## config.mk

```make
export PLATFORM = sky130hd
export DESIGN_NAME = pmx_pin_mux
export DESIGN_NICKNAME = d
export VERILOG_FILES = /design/src/logic/pmx_pin_mux.v
export VERILOG_INCLUDE_DIRS = /design/src /design/src/logic
export SDC_FILE = /design/constraint.sdc
export NUM_CORES = 1
export LEC_CHECK = 0
export BUFFER_PORTS_ARGS = -buffer_cell sky130_fd_sc_hd__buf_2
export CAP_MARGIN = 10
export CORE_MARGIN = 3
export CORE_UTILIZATION = 47
export DETAILED_ROUTE_END_ITERATION = 7
export PLACE_DENSITY = 0.81
export SKIP_CTS_REPAIR_TIMING = 1
export SLEW_MARGIN = 20
export SYNTH_ARGS = -nofsm -noshare
export SYNTH_HDL_FRONTEND = slang
export SYNTH_SLANG_ARGS = --single-unit
```

## constraint.sdc

```tcl
create_clock -name core_clk -period 1.4 [get_ports core_clk]
set_input_delay 0.14 -clock core_clk [delete_from_list [all_inputs] [get_ports core_clk]]
set_output_delay 0.14 -clock core_clk [all_outputs]
set_load 0.05 [all_outputs]
```

## src/logic/pmx_defines.vh

```
/*
  constants for the control pin and port mux block: mode codes, port bit
  positions and the clock divider figure.
  assumes inclusion by bare name from the design file.
*/
`ifndef PMX_DEFINES_VH
`define PMX_DEFINES_VH

// operating modes, {~mode_select_b, mode_select_a} taken as a 2-bit code
`define PMX_MODE_SINGLE   2'h0
`define PMX_MODE_EXPANDED 2'h1
`define PMX_MODE_BOOT     2'h2
`define PMX_MODE_TEST     2'h3

// mode held after reset until the pins are caught (single-chip)
`define PMX_MODE_RST      2'h0

// bus clock is osc clock divided by this figure
`define PMX_ECLK_DIV      4
`define PMX_ECLK_HALF     2'h2

// port d bit positions
`define PMX_PD_RXD        0
`define PMX_PD_TXD        1
`define PMX_PD_MISO       2
`define PMX_PD_MOSI       3
`define PMX_PD_SCK        4
`define PMX_PD_SS         5
`define PMX_PD_STRB       6
`define PMX_PD_DIR        7

// port a bit positions
`define PMX_PA_CMP_LO     4
`define PMX_PA_PULSE      7

// reset value of the irq edge select bit: level sensitive
`define PMX_IRQ_EDGE_SELECT_BIT_RST      1'b0

`endif

```

## src/logic/pmx_pin_mux.v

```verilog
/*
  control pins and port muxing of an 8-bit microcontroller: reset pin,
  bus clock divider, interrupt input conditioning, mode latch, fetch
  indicator, timer sharing on port a and mode dependent selection of ports b to d.
  assumes core_clk is the oscillator clock, the cpu core supplies bus
  cycle signals and register values, and the pad ring resolves the
  open-drain and two-way pins from the enables given here.
*/
// Overview of operation
// - the reset pin resets the block and is pulled low while a clock monitor or watchdog fault is flagged.
// - the bus clock is made and driven out at one quarter of the oscillator rate.
// - software may switch off the bus clock pin while in single-chip mode.
// - the maskable interrupt is falling-edge or low-level detected by a select bit that is level after reset.
// - during prom programming the maskable interrupt pin acts as active-low chip enable.
// - the non-maskable input is level sensitive and its mask bit is set during reset until software clears it.
// - the two mode pins are caught as reset releases and pick one of four modes.
// - the fetch indicator is driven low for exactly the first bus clock cycle of each instruction.
// - the direction pin is port d bit 7 in single-chip and boot, and the transfer direction otherwise.
// - the strobe pin is port d bit 6 in single-chip and boot, and the address strobe otherwise.
// - in expanded and test modes port c carries the low address then the data byte, split by the strobe.
// - four 8-bit ports; b, c and d fully two-way; port a has two two-way, three in and three out lines.
// - ports b, c and the two bus bits of d are general io only in single-chip and boot modes.
// - in expanded and test modes port b carries address bits 8 to 15 in order.
// - b high a low single-chip, both high expanded, both low boot, b low a high test.
`timescale 1ns/1ps
`include "pmx_defines.vh"

module pmx_pin_mux (
  input  wire       core_clk,
  input  wire       arst_n,
  // reset pin and fault sources
  input  wire       reset_pin_in_n,
  output wire       reset_pin_oe,
  input  wire       clk_mon_fail,
  input  wire       watchdog_fail,
  output wire       sys_rst_n,
  // bus clock
  output reg        eclk_pin,
  output wire       eclk_rise,
  output wire       eclk_fall,
  input  wire       eclk_off_req,
  // interrupts
  input  wire       irq_pin_n,
  input  wire       irq_edge_select_bit,
  input  wire       irq_ack,
  output reg        irq_req,
  input  wire       prog_active,
  output reg        prom_ce_n,
  input  wire       nonmaskable_int_pin,
  input  wire       x_mask_clear,
  output reg        nonmaskable_int_pin_req,
  output reg        x_mask_q,
  // modes
  input  wire       mode_select_a,
  input  wire       mode_select_b,
  output reg  [1:0] mode_q,
  // fetch indicator
  input  wire       instr_first_cycle,
  output wire       instr_fetch_indicator_oe,
  // bus cycle from the core
  input  wire [15:0] bus_addr,
  input  wire        bus_read,
  input  wire [7:0]  bus_wdata,
  output reg  [7:0]  bus_rdata,
  // port a
  input  wire [7:0] pa_in,
  output reg  [7:0] pa_out,
  output reg  [7:0] pa_oe,
  input  wire [7:0] pa_gpio_out,
  input  wire [1:0] pa_gpio_dir,
  input  wire [4:0] tmr_cmp_out,
  input  wire [4:0] tmr_cmp_en,
  output reg  [3:0] tmr_capture_in,
  output reg        pulse_count_input,
  // port b
  input  wire [7:0] pb_in,
  output reg  [7:0] pb_out,
  output reg  [7:0] pb_oe,
  input  wire [7:0] pb_gpio_out,
  input  wire [7:0] pb_gpio_dir,
  output reg  [7:0] pb_gpio_in,
  // port c
  input  wire [7:0] pc_in,
  output reg  [7:0] pc_out,
  output reg  [7:0] pc_oe,
  input  wire [7:0] pc_gpio_out,
  input  wire [7:0] pc_gpio_dir,
  output reg  [7:0] pc_gpio_in,
  // port d
  input  wire [7:0] pd_in,
  output reg  [7:0] pd_out,
  output reg  [7:0] pd_oe,
  input  wire [7:0] pd_gpio_out,
  input  wire [7:0] pd_gpio_dir,
  output reg  [7:0] pd_gpio_in,
  input  wire [5:0] ser_out,
  input  wire [5:0] ser_oe,
  output reg  [5:0] ser_in
);

  // true when the pins belong to the external bus
  function is_bus_mode;
    input [1:0] m;
    begin
      is_bus_mode = (m == `PMX_MODE_EXPANDED) || (m == `PMX_MODE_TEST);
    end
  endfunction

  // three-stage synchroniser for async pins; change counts when 2 and 3 agree
  reg [2:0] rst_s_q, irq_s_q, nonmaskable_int_pin_s_q, ma_s_q, mb_s_q;
  reg [7:0] pa_s1_q, pa_s2_q, pa_s3_q;
  reg [7:0] pb_s1_q, pb_s2_q, pb_s3_q;
  reg [7:0] pc_s1_q, pc_s2_q, pc_s3_q;
  reg [7:0] pd_s1_q, pd_s2_q, pd_s3_q;
  reg       rst_f_q, irq_f_q, nonmaskable_int_pin_f_q, ma_f_q, mb_f_q;
  reg [7:0] pa_f_q, pb_f_q, pc_f_q, pd_f_q;

  always @(posedge core_clk or negedge arst_n) begin
    if (!arst_n) begin
      rst_s_q  <= 3'h0;
      irq_s_q  <= 3'h7;
      nonmaskable_int_pin_s_q <= 3'h7;
      ma_s_q   <= 3'h0;
      mb_s_q   <= 3'h7;
      rst_f_q  <= 1'b0;
      irq_f_q  <= 1'b1;
      nonmaskable_int_pin_f_q <= 1'b1;
      ma_f_q   <= 1'b0;
      mb_f_q   <= 1'b1;
      {pa_s1_q, pa_s2_q, pa_s3_q, pa_f_q} <= 32'h0;
      {pb_s1_q, pb_s2_q, pb_s3_q, pb_f_q} <= 32'h0;
      {pc_s1_q, pc_s2_q, pc_s3_q, pc_f_q} <= 32'h0;
      {pd_s1_q, pd_s2_q, pd_s3_q, pd_f_q} <= 32'h0;
    end else begin
      rst_s_q  <= {rst_s_q[1:0], reset_pin_in_n};
      irq_s_q  <= {irq_s_q[1:0], irq_pin_n};
      nonmaskable_int_pin_s_q <= {nonmaskable_int_pin_s_q[1:0], nonmaskable_int_pin};
      ma_s_q   <= {ma_s_q[1:0], mode_select_a};
      mb_s_q   <= {mb_s_q[1:0], mode_select_b};
      if (rst_s_q[1] == rst_s_q[2]) rst_f_q <= rst_s_q[2];
      if (irq_s_q[1] == irq_s_q[2]) irq_f_q <= irq_s_q[2];
      if (nonmaskable_int_pin_s_q[1] == nonmaskable_int_pin_s_q[2]) nonmaskable_int_pin_f_q <= nonmaskable_int_pin_s_q[2];
      if (ma_s_q[1] == ma_s_q[2]) ma_f_q <= ma_s_q[2];
      if (mb_s_q[1] == mb_s_q[2]) mb_f_q <= mb_s_q[2];
      pa_s1_q <= pa_in;
      pa_s2_q <= pa_s1_q;
      pa_s3_q <= pa_s2_q;
      pa_f_q  <= (pa_s2_q & pa_s3_q) | (pa_f_q & (pa_s2_q | pa_s3_q));
      pb_s1_q <= pb_in;
      pb_s2_q <= pb_s1_q;
      pb_s3_q <= pb_s2_q;
      pb_f_q  <= (pb_s2_q & pb_s3_q) | (pb_f_q & (pb_s2_q | pb_s3_q));
      pc_s1_q <= pc_in;
      pc_s2_q <= pc_s1_q;
      pc_s3_q <= pc_s2_q;
      pc_f_q  <= (pc_s2_q & pc_s3_q) | (pc_f_q & (pc_s2_q | pc_s3_q));
      pd_s1_q <= pd_in;
      pd_s2_q <= pd_s1_q;
      pd_s3_q <= pd_s2_q;
      pd_f_q  <= (pd_s2_q & pd_s3_q) | (pd_f_q & (pd_s2_q | pd_s3_q));
    end
  end

  // pin reset merged with the async reset; faults pull the pin low
  assign sys_rst_n    = arst_n & rst_f_q;
  assign reset_pin_oe = clk_mon_fail | watchdog_fail;

  // release edge of the filtered reset: mode pins are caught here
  reg rst_f_d1_q;
  always @(posedge core_clk or negedge arst_n) begin
    if (!arst_n) begin
      rst_f_d1_q <= 1'b0;
      mode_q     <= `PMX_MODE_RST;
    end else begin
      rst_f_d1_q <= rst_f_q;
      if (rst_f_q && !rst_f_d1_q) begin
        mode_q <= {~mb_f_q, ma_f_q};
      end
    end
  end

  wire bus_mode = is_bus_mode(mode_q);

  // divide by four: counter phase 0..1 low, 2..3 high
  reg [1:0] div_q;
  always @(posedge core_clk or negedge arst_n) begin
    if (!arst_n) begin
      div_q    <= 2'h0;
      eclk_pin <= 1'b0;
    end else begin
      div_q    <= div_q + 2'h1;
      // stopping the pin only in single-chip; the internal phase keeps running
      eclk_pin <= (div_q + 2'h1 >= `PMX_ECLK_HALF) &&
                  !(eclk_off_req && mode_q == `PMX_MODE_SINGLE);
    end
  end
  assign eclk_rise = (div_q == 2'h1);
  assign eclk_fall = (div_q == 2'h3);

  // maskable interrupt: level by default, falling edge if selected
  reg irq_prev_q;
  always @(posedge core_clk or negedge arst_n) begin
    if (!arst_n) begin
      irq_prev_q <= 1'b1;
      irq_req    <= 1'b0;
      prom_ce_n  <= 1'b1;
    end else begin
      irq_prev_q <= irq_f_q;
      prom_ce_n  <= prog_active ? irq_f_q : 1'b1;
      if (!irq_edge_select_bit) begin
        irq_req <= ~irq_f_q;
      end else if (irq_prev_q && !irq_f_q) begin
        irq_req <= 1'b1;                                // set wins over ack
      end else if (irq_ack) begin
        irq_req <= 1'b0;
      end
    end
  end

  // non-maskable: level sensitive, masked from reset until software clears
  always @(posedge core_clk or negedge arst_n) begin
    if (!arst_n) begin
      x_mask_q <= 1'b1;
      nonmaskable_int_pin_req <= 1'b0;
    end else begin
      if (!sys_rst_n) x_mask_q <= 1'b1;
      else if (x_mask_clear) x_mask_q <= 1'b0;
      nonmaskable_int_pin_req <= ~nonmaskable_int_pin_f_q & ~x_mask_q & sys_rst_n;
    end
  end

  // fetch indicator follows the first bus cycle, cleared while reset is active
  reg lir_q;
  always @(posedge core_clk or negedge arst_n) begin
    if (!arst_n) lir_q <= 1'b0;
    else if (!sys_rst_n) lir_q <= 1'b0;
    else if (div_q == 2'h3) lir_q <= instr_first_cycle;
  end
  assign instr_fetch_indicator_oe = lir_q;

  // phases are judged one edge ahead so the registered pins line up with
  // eclk_pin: address while the bus clock is low, data while it is high
  wire addr_phase = (div_q == 2'h3) || (div_q == 2'h0);

  // port mux, all outputs from flops
  always @(posedge core_clk or negedge arst_n) begin
    if (!arst_n) begin
      pa_out <= 8'h00; pa_oe <= 8'h00;
      pb_out <= 8'h00; pb_oe <= 8'h00;
      pc_out <= 8'h00; pc_oe <= 8'h00;
      pd_out <= 8'h00; pd_oe <= 8'h00;
      bus_rdata <= 8'h00;
    end else begin
      // port a: in-only 0..2, two-way 3 and 7, out-only 4..6
      pa_out <= {pa_gpio_out[7],
                 tmr_cmp_en[3:1] & tmr_cmp_out[3:1] | ~tmr_cmp_en[3:1] & pa_gpio_out[6:4],
                 tmr_cmp_en[0] ? tmr_cmp_out[0] : pa_gpio_out[3], 3'h0};
      pa_oe  <= {pa_gpio_dir[1], 3'h7, pa_gpio_dir[0] | tmr_cmp_en[0], 3'h0};
      if (bus_mode) begin
        pb_out <= bus_addr[15:8];
        pb_oe  <= 8'hFF;
        pc_out <= addr_phase ? bus_addr[7:0] : bus_wdata;
        pc_oe  <= (addr_phase || !bus_read) ? 8'hFF : 8'h00;
        if (div_q == 2'h3 && bus_read) bus_rdata <= pc_in; // paced by our own bus clock, no filter
        pd_out[7] <= bus_read;
        pd_out[6] <= (div_q == 2'h3);                   // first low phase
        pd_oe[7:6] <= 2'h3;
      end else begin
        pb_out <= pb_gpio_out; pb_oe <= pb_gpio_dir;
        pc_out <= pc_gpio_out; pc_oe <= pc_gpio_dir;
        pd_out[7:6] <= pd_gpio_out[7:6];
        pd_oe[7:6]  <= pd_gpio_dir[7:6];
      end
      // port d 0..5 shared with serial and spi
      pd_out[5:0] <= (ser_oe & ser_out) | (~ser_oe & pd_gpio_out[5:0]);
      pd_oe[5:0]  <= ser_oe | pd_gpio_dir[5:0];
    end
  end

  // filtered pin levels returned to peripherals and gpio readers
  always @* begin
    tmr_capture_in    = pa_f_q[3:0];
    pulse_count_input = pa_f_q[`PMX_PA_PULSE];
    pb_gpio_in        = pb_f_q;
    pc_gpio_in        = pc_f_q;
    pd_gpio_in        = pd_f_q;
    ser_in            = pd_f_q[5:0];
  end

endmodule

```

[Word level (Yosys, flattened, before mapping)]
Cells that the tools add are included.
Word-level totals
  flip-flop bits (word level): 226
  bits of input ports: 152
  output and inout port bits: 119
  word-level logic and storage cells: 125
Operators by class
  add/sub/neg operators: 1
  order comparisons: 1
  equal/unequal tests: 12
  multiplexer cells: 17
  bitwise gates (word level): 34
  reductions and logical operators: 15
Operators by type and width (count)
  $and 8x8->8: 8
  $or 8x8->8: 8
  $mux 8: 6
  $and 6x6->6: 2
  $or 6x6->6: 2
  $mux 1: 9
  $and 3x3->3: 2
  $not 6->6: 1
  $eq 1x1->1: 5
  $logic_and 1x1->1: 5
  $eq 2x1->1 const B: 2
  $eq 2x2->1 const B: 2
  $logic_not 1->1: 4
  $logic_not 2->1: 2
  $mux 2: 2
  $ne 2x1->1 const B: 2
  $not 1->1: 4
  $and 1x1->1: 3
  $logic_or 1x1->1: 3
  $ne 3x1->1 const B: 1
  $not 3->3: 1
  $or 3x3->3: 1
  $add 2x1->2 const B: 1
  $ge 2x2->1 const B: 1
  other kinds (2): 3

[Longest topological paths before layout]
Gate-level depths: netlist of the first run.
  depth in word-level cells: 5
  depth in mapped cells: 5
  gate-level depth less buffers: 4

[Worst setup path after synthesis of the first run]
OpenSTA, ideal clock, no wires.
  kind: reg2reg
  start point: register div_q[0]
  end point: register bus_rdata[0]
  setup time: 0.125 ns
  arrival: 1.414 ns
  required time: 1.275 ns
  path slack: -0.138 ns
  stages on the path, launching flop included: 4
  buffers on the path: 0
  period minus slack after synthesis: 1.538 ns
  path through: dfrtp_1 > ha_1 > nand3_4 > mux2_2
Between the ends
  word-level cells in the longest chain between the ends: 3
Ends and longest elaborated chain
  from (decl): line pmx_pin_mux.v:185  | reg [1:0] div_q;
  from (signal assigned): line pmx_pin_mux.v:191  | div_q <= div_q + 2'h1;
  $eq 2x2->1
  via eclk_fall: line pmx_pin_mux.v:40  | output wire eclk_fall,
  $logic_and 1x1->1: line pmx_pin_mux.v:264  | if (div_q == 2'h3 && bus_read) bus_rdata <= pc_in;
  $reduce_and 2->1 (no line)
  to (signal assigned): line pmx_pin_mux.v:264
  to (decl): line pmx_pin_mux.v:64  | output reg [7:0] bus_rdata,
The timed path passes the listed nets, and every way through them passes these cells.
A chain may end at the register's enable or synchronous reset.

[Worst setup path after layout of the first run]
  start point: register div_q[0]
  end point: output eclk_fall
Between the ends
  word-level cells in the longest chain between the ends: 1
Ends and longest elaborated chain
  $eq 2x2->1: line pmx_pin_mux.v:198  | assign eclk_fall = (div_q == 2'h3);
  to (decl): line pmx_pin_mux.v:40
Every way passes these cells.

==> run metrics, run 1 <==
outcome finished with violations; violated checks negative hold slack, negative setup slack; Max transition margin 0.4472; Clk pwr share 0.335; CTS tree built; worst min-delay path category in2reg; top library cells by usage in the layout, fill and taps aside sky130_fd_sc_hd__buf_2 (249), sky130_fd_sc_hd__dfrtp_1 (195), sky130_fd_sc_hd__dlygate4sd3_1 (125), sky130_fd_sc_hd__maj3_1 (34), sky130_fd_sc_hd__mux2_2 (29); number of placement rows 42; final setup TNS -0.01605 ns; Total Die Area 15,510 sq um; cell with the largest stage delay on the worst path sky130_fd_sc_hd__dfrtp_2; WL/cell 17.37 um; final worst-path cycle share 1.011; power density over cell area 1586 nW/um^2; Fmax achieved 706.2 MHz; Finished Layout Cells 964; Net count, final 927; TritonRoute pass-1 iters 4; reg-to-reg slack, setup 0.02 ns; utilization of the core after routing 0.7497; Clock Pin Slew Worst Setup and Hold Paths 0.06 ns; most common cell after layout, fill and taps aside sky130_fd_sc_hd__buf_2; share of total power consumed by net switching 0.3080; Total GRT Usage 0.1765; setup skew after layout 0.01117 ns; ordered list of cells on the worst path ha_4, buf_8; ys async rst share 1.000; Port-buffer cells 256; DR vias 4,483; Crit path buffers/inverters 1; Post-Syn Instances 370; slowest stage delay, CP 0.45 ns; primary flip-flop cell chosen by synthesis mapping sky130_fd_sc_hd__dfrtp_1; global-route wire length before repair 22,300 um; CTS Sinks 212; worst supply voltage drop on vdd 1.206 mV; Remaining Overflow, GRT 0; P_sw 4.947 mW; DRC violation count after routing 0; Avg Cell Area, Syn 17.85 sq um; fraction of layout instances using a drive strength above 1 0.4676; Post-Place Cells 797; Worst-Margin Slew 0.8264 ns; share of total power in combinational logic 0.227; setup repair after global routing missed its margin true; Worst Setup End Kind primary output; via count of the first global-routing pass 4,356; die width 124.5 um; number of endpoints failing setup at the final stage 1; HPWL after DPL 10,000 um; Initial Util 0.4891; WP data arrival 1.28 ns; final worst hold slack -0.01574 ns; part of the total power dissipated in sequential elements 0.438; final RePlAce weighted congestion 0.8626; count of maximum capacitance violations 0; boundary pin count 271; mean number of vias per cell 4.650; CTS H-tree depth 1; number of DRC markers after the initial detailed-route iteration 208; required time of the worst setup path 1.26 ns; CTS Buf Count 21; Synth-to-Final Area Change 53.29%; number of unique standard cell types used by synthesis 23; static leakage power 4.742 nW; clock tree buffer depth 3; Max FO, Critical Path 4; total of flip-flops plus latches after synthesis 212; startpoint kind of the worst setup timing path register; Multi-input gate area 1169 sq um; height of the die 124.5 um; EDFF count, synth 0; worst setup margin -0.01605 ns; category of the most critical setup path reg2out; cell class contributing the biggest share of worst-path delay flip-flops; count of synthesis-stage warnings from yosys 0; number of nets with antenna violations after routing 0; design internal power 11.12 mW; area taken by flip-flops and latches 5326 sq um; number of pins with negative max-slew slack in the final report 0; Final Hold Violating Endpoints 2; mapped cell area 6605 sq um; placeable core region 13,510 sq um; number of fillers in the final layout 770; clock root buffer sky130_fd_sc_hd__clkbuf_16; number of antenna violations at the first check in global routing 0; pin count of the biggest net entering global routing 77; min cycle time layout 1.416 ns; sequential-to-total area share from yosys stat 0.8060; Total Routed Length 16,740 um; Worst-Skew Late Latency 0.47 ns
==> synthesized netlist by cell type (2+ instances only) <==
cell type / n / area share
sky130_fd_sc_hd__dfrtp_1: 197 / 0.75
sky130_fd_sc_hd__maj3_1: 34 / 0.052
sky130_fd_sc_hd__mux2_2: 29 / 0.049
sky130_fd_sc_hd__or2_2: 18 / 0.017
sky130_fd_sc_hd__buf_4: 15 / 0.017
sky130_fd_sc_hd__dfstp_2: 15 / 0.060
sky130_fd_sc_hd__mux2i_1: 10 / 0.015
sky130_fd_sc_hd__nor2_1: 10 / 0.0057
sky130_fd_sc_hd__a21oi_1: 9 / 0.0068
sky130_fd_sc_hd__o21a_1: 8 / 0.0091
sky130_fd_sc_hd__inv_1: 6 / 0.0034
sky130_fd_sc_hd__buf_2: 4 / 0.0030
sky130_fd_sc_hd__conb_1: 2 / 0.0011
sky130_fd_sc_hd__ha_1: 2 / 0.0038
sky130_fd_sc_hd__nand2_1: 2 / 0.0011
sky130_fd_sc_hd__nor2b_1: 2 / 0.0019
==> final cells by class <==
class                           instances  area share
Sequential cell                       212      0.5261
Timing Repair Buffer                  395      0.2683
Multi-Input combinational cell        137      0.1154
Clock buffer                           34     0.06167
Tap cell                              176     0.02175
Clock inverter                          3    0.004325
Inverter                                6    0.002224
Antenna cell                            1   0.0002472
==> power groups by stage <==
stage          Sequential, mW  Combinational [mW]  Clock (mW)
3_5_place_dp             7.16                3.25           0
2_1_floorplan            8.67               0.721           0
5_1_grt                  7.10                3.82        5.79
3_3_place_gp             7.12                3.18           0
4_1_cts                  7.05                3.26        5.50
6_report                 7.04                3.64        5.38
==> routing by layer <==
metal | global-route usage | share of wire | vias to the layer above
met5 | 0 | 0 | -
met4 | 0.06254 | 0.039 | 0
met3 | 0.04031 | 0.051 | 54
met2 | 0.3098 | 0.54 | 181
met1 | 0.2146 | 0.37 | 2237
li1 | - | - | 2011
==> through the flow <==
step                      hold slack (ns)  power (mW)  setup WS (ns)  cell area (sq um)
after floorplan                   -0.1556       9.388        0.07300               6628
after global placement            0.01338       10.30         0.1285               8102
after detailed placement         0.007172       10.41        0.03318               8102
after CTS                         -0.4993       15.82        -0.2529               8770
after global routing             -0.01043       16.71       -0.05486              10120
final                            -0.01574       16.06       -0.01605              10120
==> worst paths after layout <==
kind | from | end | cells past startpoint
setup reg to reg | div_q[1] | pc_oe[3] | 4
min in group asynchronous | arst_n | pd_s3_q[2] | 2
hold reg to reg | pc_s1_q[3] | pc_s2_q[3] | 0
max in group asynchronous | arst_n | irq_s_q[2] | 3
hold / removal | bus_addr[5] | pc_out[5] | 3
setup / recovery | div_q[0] | eclk_fall | 2
==> kinds of logic after synthesis <==
family,after synthesis,synth area share
adder cells (fa/ha/maj),36,0.05531
multiplexers,39,0.06460
buffers and inverters,26,0.02406
AO/OA/AOI/OAI,19,0.01762
other,2,0.001137
flip-flops,212,0.8060
AND/OR/NAND/NOR,36,0.03126
==> worst register-to-register path: stages, from the launching register on <==
cell and delay (ns):
sky130_fd_sc_hd__dfrtp_1 0.41, sky130_fd_sc_hd__inv_2 0.07, sky130_fd_sc_hd__ha_4 0.24, sky130_fd_sc_hd__nand3b_1 0.32, sky130_fd_sc_hd__o21a_1 0.22
==> sequential cells by signal, indices dropped and copies added (netlist names), 8 cells and up <==
name        count
pc_out          8
bus_rdata       8
pc_oe           8
pd_s2_q         8
pb_gpio_in      8
pc_s2_q         8
pd_s3_q         8
pc_s3_q         8
pd_out          8
pd_gpio_in      8
pb_out          8
pc_gpio_in      8
pd_s1_q         8
pd_oe           8
pb_s3_q         8
pb_oe           8
pb_s2_q         8
pb_s1_q         8
pc_s1_q         8
No activity file was read; power rests on OpenSTA's default activity.
==> run 2: changes to the inputs <==
Settings changed: SETUP_SLACK_MARGIN set to 0.5.
==> run metrics, run 2 (synthesized netlist as in run 1, its figures left out) <==
outcome finished with violations; violated checks negative setup slack; worst supply voltage drop on vdd 1.258 mV; part of the total power dissipated in sequential elements 0.409; category of the most critical setup path reg2reg; WL/cell 21.75 um; worst min-delay path category in2reg; CTS Buf Count 21; setup repair after global routing missed its margin true; total non-filler cell area in the finished layout 11,650 sq um; die width 124.5 um; Max FO, Critical Path 5; TritonRoute pass-1 iters 4; CTS tree built; cell depth of the worst min-delay path 3; Remaining Overflow, GRT 0; Total Die Area 15,510 sq um; required time of the worst setup path 1.75 ns; DRC violation count after routing 0; placeable core region 13,510 sq um; share of total power consumed by net switching 0.3107; DR vias 4,897; fraction of layout instances using a drive strength above 1 0.5620; Synth-to-Final Area Change 76.40%; cell class contributing the biggest share of worst-path delay flip-flops; number of fillers in the final layout 548; Fmax achieved 666.7 MHz; min cycle time layout 1.500 ns; ordered list of cells on the worst path buf_6, ha_4, buf_6, mux2i_1, a21oi_1; height of the die 124.5 um; source of the worst register-to-register timing path div_q[0]; setup skew after layout 0.01343 ns; Port-buffer cells 256; pin count of the biggest net entering global routing 140; destination of the worst hold path pc_out[0]; number of nets with antenna violations after routing 0; cell with the largest stage delay on the worst path sky130_fd_sc_hd__dfrtp_1; final worst hold slack 0.01163 ns; number of placement rows 42; Post-Place Cells 796; top routing layer in use met5; Crit path buffers/inverters 2; Worst Setup End Kind register; Met2 Routed Length 12,280 um; Final Hold Violating Endpoints 0; Total Routed Length 21,950 um; design internal power 12.24 mW; Initial Util 0.4891; number of DRC markers after the initial detailed-route iteration 186; most common cell after layout, fill and taps aside sky130_fd_sc_hd__dfrtp_1; Clk pwr share 0.311; Total GRT Usage 0.1695; Finished Layout Cells 1,009; HPWL after DPL 9837 um; Top cell by count, worst path sky130_fd_sc_hd__buf_6; Net count, final 970; number of endpoints failing setup at the final stage 23; endpoint of the most critical register-to-register path pc_out[1]; WP data arrival 1.85 ns; Clock Pin Slew Worst Setup and Hold Paths 0.06 ns; final RePlAce weighted congestion 0.7932; utilization of the core after routing 0.8627; Worst-Margin Slew 0.7092 ns; top library cells by usage in the layout, fill and taps aside sky130_fd_sc_hd__dfrtp_1 (165), sky130_fd_sc_hd__buf_2 (143), sky130_fd_sc_hd__dlygate4sd3_1 (133), sky130_fd_sc_hd__buf_6 (100), sky130_fd_sc_hd__buf_8 (44); amount of wire on met3 after detailed routing 1301 um; hold wc startpoint bus_wdata[0]; clock root buffer sky130_fd_sc_hd__clkbuf_16; slowest stage delay, CP 0.41 ns; startpoint kind of the worst setup timing path register; number of antenna violations at the first check in global routing 4; Max transition margin 0.5272; total power 17.76 mW; reg-to-reg slack, setup -0.1 ns; share of total power in combinational logic 0.281; power density over cell area 1525 nW/um^2; static leakage power 5.402 nW; Worst-Skew Late Latency 0.48 ns; P_sw 5.519 mW; detailed-routing wirelength on met1 7598 um; clock tree buffer depth 3; via count of the first global-routing pass 4,206; CTS Sinks 212; global-route wire length before repair 21,380 um; final worst-path cycle share 1.071; depth of the most critical reg-to-reg path 5; boundary pin count 271; mean number of vias per cell 4.853; count of maximum capacitance violations 0; number of pins with negative max-slew slack in the final report 0; CTS H-tree depth 1; Placement Cell Area 8202 sq um; number of cells on the critical path 5; worst setup margin -0.09995 ns
[run 2: worst register-to-register path, delay by kind of cell, from the launching register on]
kind / cells / cell delay, ns
flip-flops: 1 / 0.41
multiplexers: 1 / 0.29
AO/OA/AOI/OAI: 1 / 0.11
adder cells (fa/ha/maj): 1 / 0.29
buffers and inverters: 2 / 0.27
[run 2: area by class of cell]
cell class,instances,area (sq um),area share
inverter,6,26.28,0.002255
sequential,212,5364,0.4604
antenna,2,5.005,0.0004296
timing repair buffer,438,4043,0.3470
tap,176,220.2,0.01890
clock inverter,3,43.79,0.003759
multi-input combinational,137,1321,0.1134
clock buffer,35,628.1,0.05391
[run 2: worst max-delay path by stage]
stage                     startpoint   endpoint
after floorplan             div_q[1]   pc_oe[0]
after global placement      div_q[1]   pc_oe[3]
after detailed placement    div_q[1]   pc_oe[0]
after CTS                  mode_q[0]  mode_q[0]
after global routing        div_q[0]  pc_out[1]
final                       div_q[0]  pc_out[1]
[run 2: layer usage]
metal | global-route usage | vias up
met1 | 0.2095 | 2507
met4 | 0.04449 | 2
li1 | - | 2099
met5 | 0 | -
met2 | 0.3006 | 231
met3 | 0.04031 | 58
[run 2: power groups by stage]
| stage | clock network, mW | logic, mW | registers [mW] |
|---|---|---|---|
| after global placement | 0 | 3.23 | 7.14 |
| after global routing | 5.86 | 5.17 | 7.31 |
| final | 5.52 | 4.99 | 7.26 |
| after CTS | 5.50 | 3.31 | 7.07 |
| after detailed placement | 0 | 3.29 | 7.17 |
| after floorplan | 0 | 0.758 | 8.70 |
[run 2: metrics by stage]
stage | setup slack [ns] | setup TNS (ns)
floorplan | 0.1565 | 0
global placement | 0.08366 | 0
detailed placement | 0.02466 | 0
CTS | -0.2370 | -0.6257
global route | -0.1229 | -1.614
finish | -0.09995 | -0.5598
==> run 3: changes to the inputs <==
Settings changed: SETUP_SLACK_MARGIN 0.5 to 0.4.
==> run metrics, run 3 (synthesized netlist as in run 1, its figures left out) <==
top library cells by usage in the layout, fill and taps aside sky130_fd_sc_hd__dfrtp_1 (165), sky130_fd_sc_hd__buf_2 (143), sky130_fd_sc_hd__dlygate4sd3_1 (138), sky130_fd_sc_hd__buf_6 (83), sky130_fd_sc_hd__buf_8 (44); violated checks negative setup slack; source of the worst register-to-register timing path div_q[1]; GRT Max-Usage Layer met2; CTS Buf Count 21; most common cell after layout, fill and taps aside sky130_fd_sc_hd__dfrtp_1; total power 18.32 mW; DRC violation count after routing 0; Total Routed Length 21,980 um; startpoint kind of the worst setup timing path register; worst setup margin -0.06003 ns; DR vias 4,914; Multi-input gate area 1309 sq um; clock tree buffer depth 3; setup repair after global routing missed its margin true; Worst Setup End Kind register; met2 capacity usage during global routing 0.3044; reg-to-reg slack, setup -0.06 ns; destination of the worst hold path x_mask_q; depth of the most critical reg-to-reg path 4; Total GRT Usage 0.1752; number of nets with antenna violations after routing 0; CTS H-tree depth 1; worst min-delay path category in2reg; Final Hold Violating Endpoints 0; slowest stage delay, CP 0.43 ns; setup skew after layout 0.01395 ns; Clock Pin Slew Worst Setup and Hold Paths 0.06 ns; final worst-path cycle share 1.043; CTS Sinks 212; Net count, final 974; number of fillers in the final layout 519; clock root buffer sky130_fd_sc_hd__clkbuf_16; ordered list of cells on the worst path inv_2, ha_4, nand3b_1, o21a_1; WL/cell 21.69 um; cell depth of the worst min-delay path 4; placeable core region 13,510 sq um; via count of the first global-routing pass 4,365; number of DRC markers after the initial detailed-route iteration 257; worst supply voltage drop on vdd 1.469 mV; min cycle time layout 1.460 ns; Worst-Margin Slew 0.6969 ns; final RePlAce weighted congestion 0.8759; hold wc startpoint arst_n; number of placement rows 42; number of antenna violations at the first check in global routing 2; global-route wire length before repair 22,250 um; category of the most critical setup path reg2reg; fraction of layout instances using a drive strength above 1 0.5569; Worst-Skew Late Latency 0.49 ns; power density over cell area 1557 nW/um^2; post-placement worst setup slack -0.02453 ns; Synth-to-Final Area Change 78.10%; Port-buffer cells 256; boundary pin count 271; met3 Track Usage GR 0.04374; Max FO, Critical Path 8; Initial Util 0.4891; die width 124.5 um; total non-filler cell area in the finished layout 11,760 sq um; height of the die 124.5 um; HPWL after DPL 10,110 um; static leakage power 5.451 nW; Remaining Overflow, GRT 0; number of pins with negative max-slew slack in the final report 0; endpoint of the most critical register-to-register path pc_oe[1]; WP data arrival 1.82 ns; mean number of vias per cell 4.851; count of maximum capacitance violations 0; area taken by flip-flops and latches 5364 sq um; Fmax achieved 684.9 MHz; outcome finished with violations; TritonRoute pass-1 iters 4; grt met1 use 0.2182; required time of the worst setup path 1.76 ns; cell with the largest stage delay on the worst path sky130_fd_sc_hd__dfrtp_1; pin count of the biggest net entering global routing 99; Placement Cell Area 8139 sq um; Max transition margin 0.5354; Total Die Area 15,510 sq um; CTS tree built; number of endpoints failing setup at the final stage 14
[run 3: cell count changes in the layout (fill, tap and decap cells not counted), moves of 3 or more]
cell | previous run | this run
sky130_fd_sc_hd__clkinv_2 | 1 | 4
sky130_fd_sc_hd__clkbuf_16 | 22 | 26
sky130_fd_sc_hd__buf_6 | 100 | 83
sky130_fd_sc_hd__maj3_1 | 4 | 15
sky130_fd_sc_hd__maj3_2 | 30 | 19
sky130_fd_sc_hd__dlygate4sd3_1 | 133 | 138
sky130_fd_sc_hd__clkbuf_1 | 9 | 2
sky130_fd_sc_hd__buf_4 | 12 | 24
[run 3: worst max path at each step]
stage          slack (ns)   endpoint  startpoint  cells past startpoint
6_report            -0.06   pc_oe[1]    div_q[1]                      4
5_1_grt             -0.09   pc_oe[1]    div_q[1]                      4
2_1_floorplan        0.16   pc_oe[0]    div_q[1]                      4
3_3_place_gp         0.06   pc_oe[0]    div_q[1]                      4
3_5_place_dp        -0.02   pc_oe[2]    div_q[1]                      4
4_1_cts             -0.15  sys_rst_n     rst_f_q                      3
[run 3: final cells by class]
class,count,share of cell area
flip-flops and latches,212,0.4560
repair buffers,442,0.3478
clock inverters,8,0.01010
inverters,6,0.002234
multi-input cells,137,0.1113
diodes,2,0.0004254
well taps,176,0.01872
clock buffers,30,0.05350
[run 3: worst max-delay path: cells and delay by family, from the launching register on]
family                     cells  cell delay, ns
adders and majority gates      1            0.24
AOI/OAI and AO/OA              1            0.23
DFF                            1            0.43
and+or+nand+nor                1            0.35
buffers and inverters          1            0.08
[run 3: routing by layer]
metal	share of wire	up-vias
met5	0	-
met4	0.038	0
met3	0.055	68
met2	0.55	240
met1	0.36	2496
li1	-	2110
[run 3: stage by stage]
step | TNS, ns | hold WS, ns | cells | util
floorplan | 0 | -0.1556 | 375 | -
global placement | 0 | 0.2451 | 793 | 0.6027
detailed placement | -0.05758 | 0.2470 | 793 | 0.6027
CTS | -0.7669 | -0.2534 | 831 | 0.6581
global route | -1.127 | 0.03411 | 1013 | 0.8710
finish | -0.3343 | 0.02278 | 1013 | 0.8710
[run 3: power by group]
part / switching, mW / total (mW) / internal (mW)
Clock: 2.34 / 6.03 / 3.69
Combinational: 2.76 / 5.01 / 2.25
Sequential: 0.500 / 7.28 / 6.78
Total: 5.60 / 18.3 / 12.7
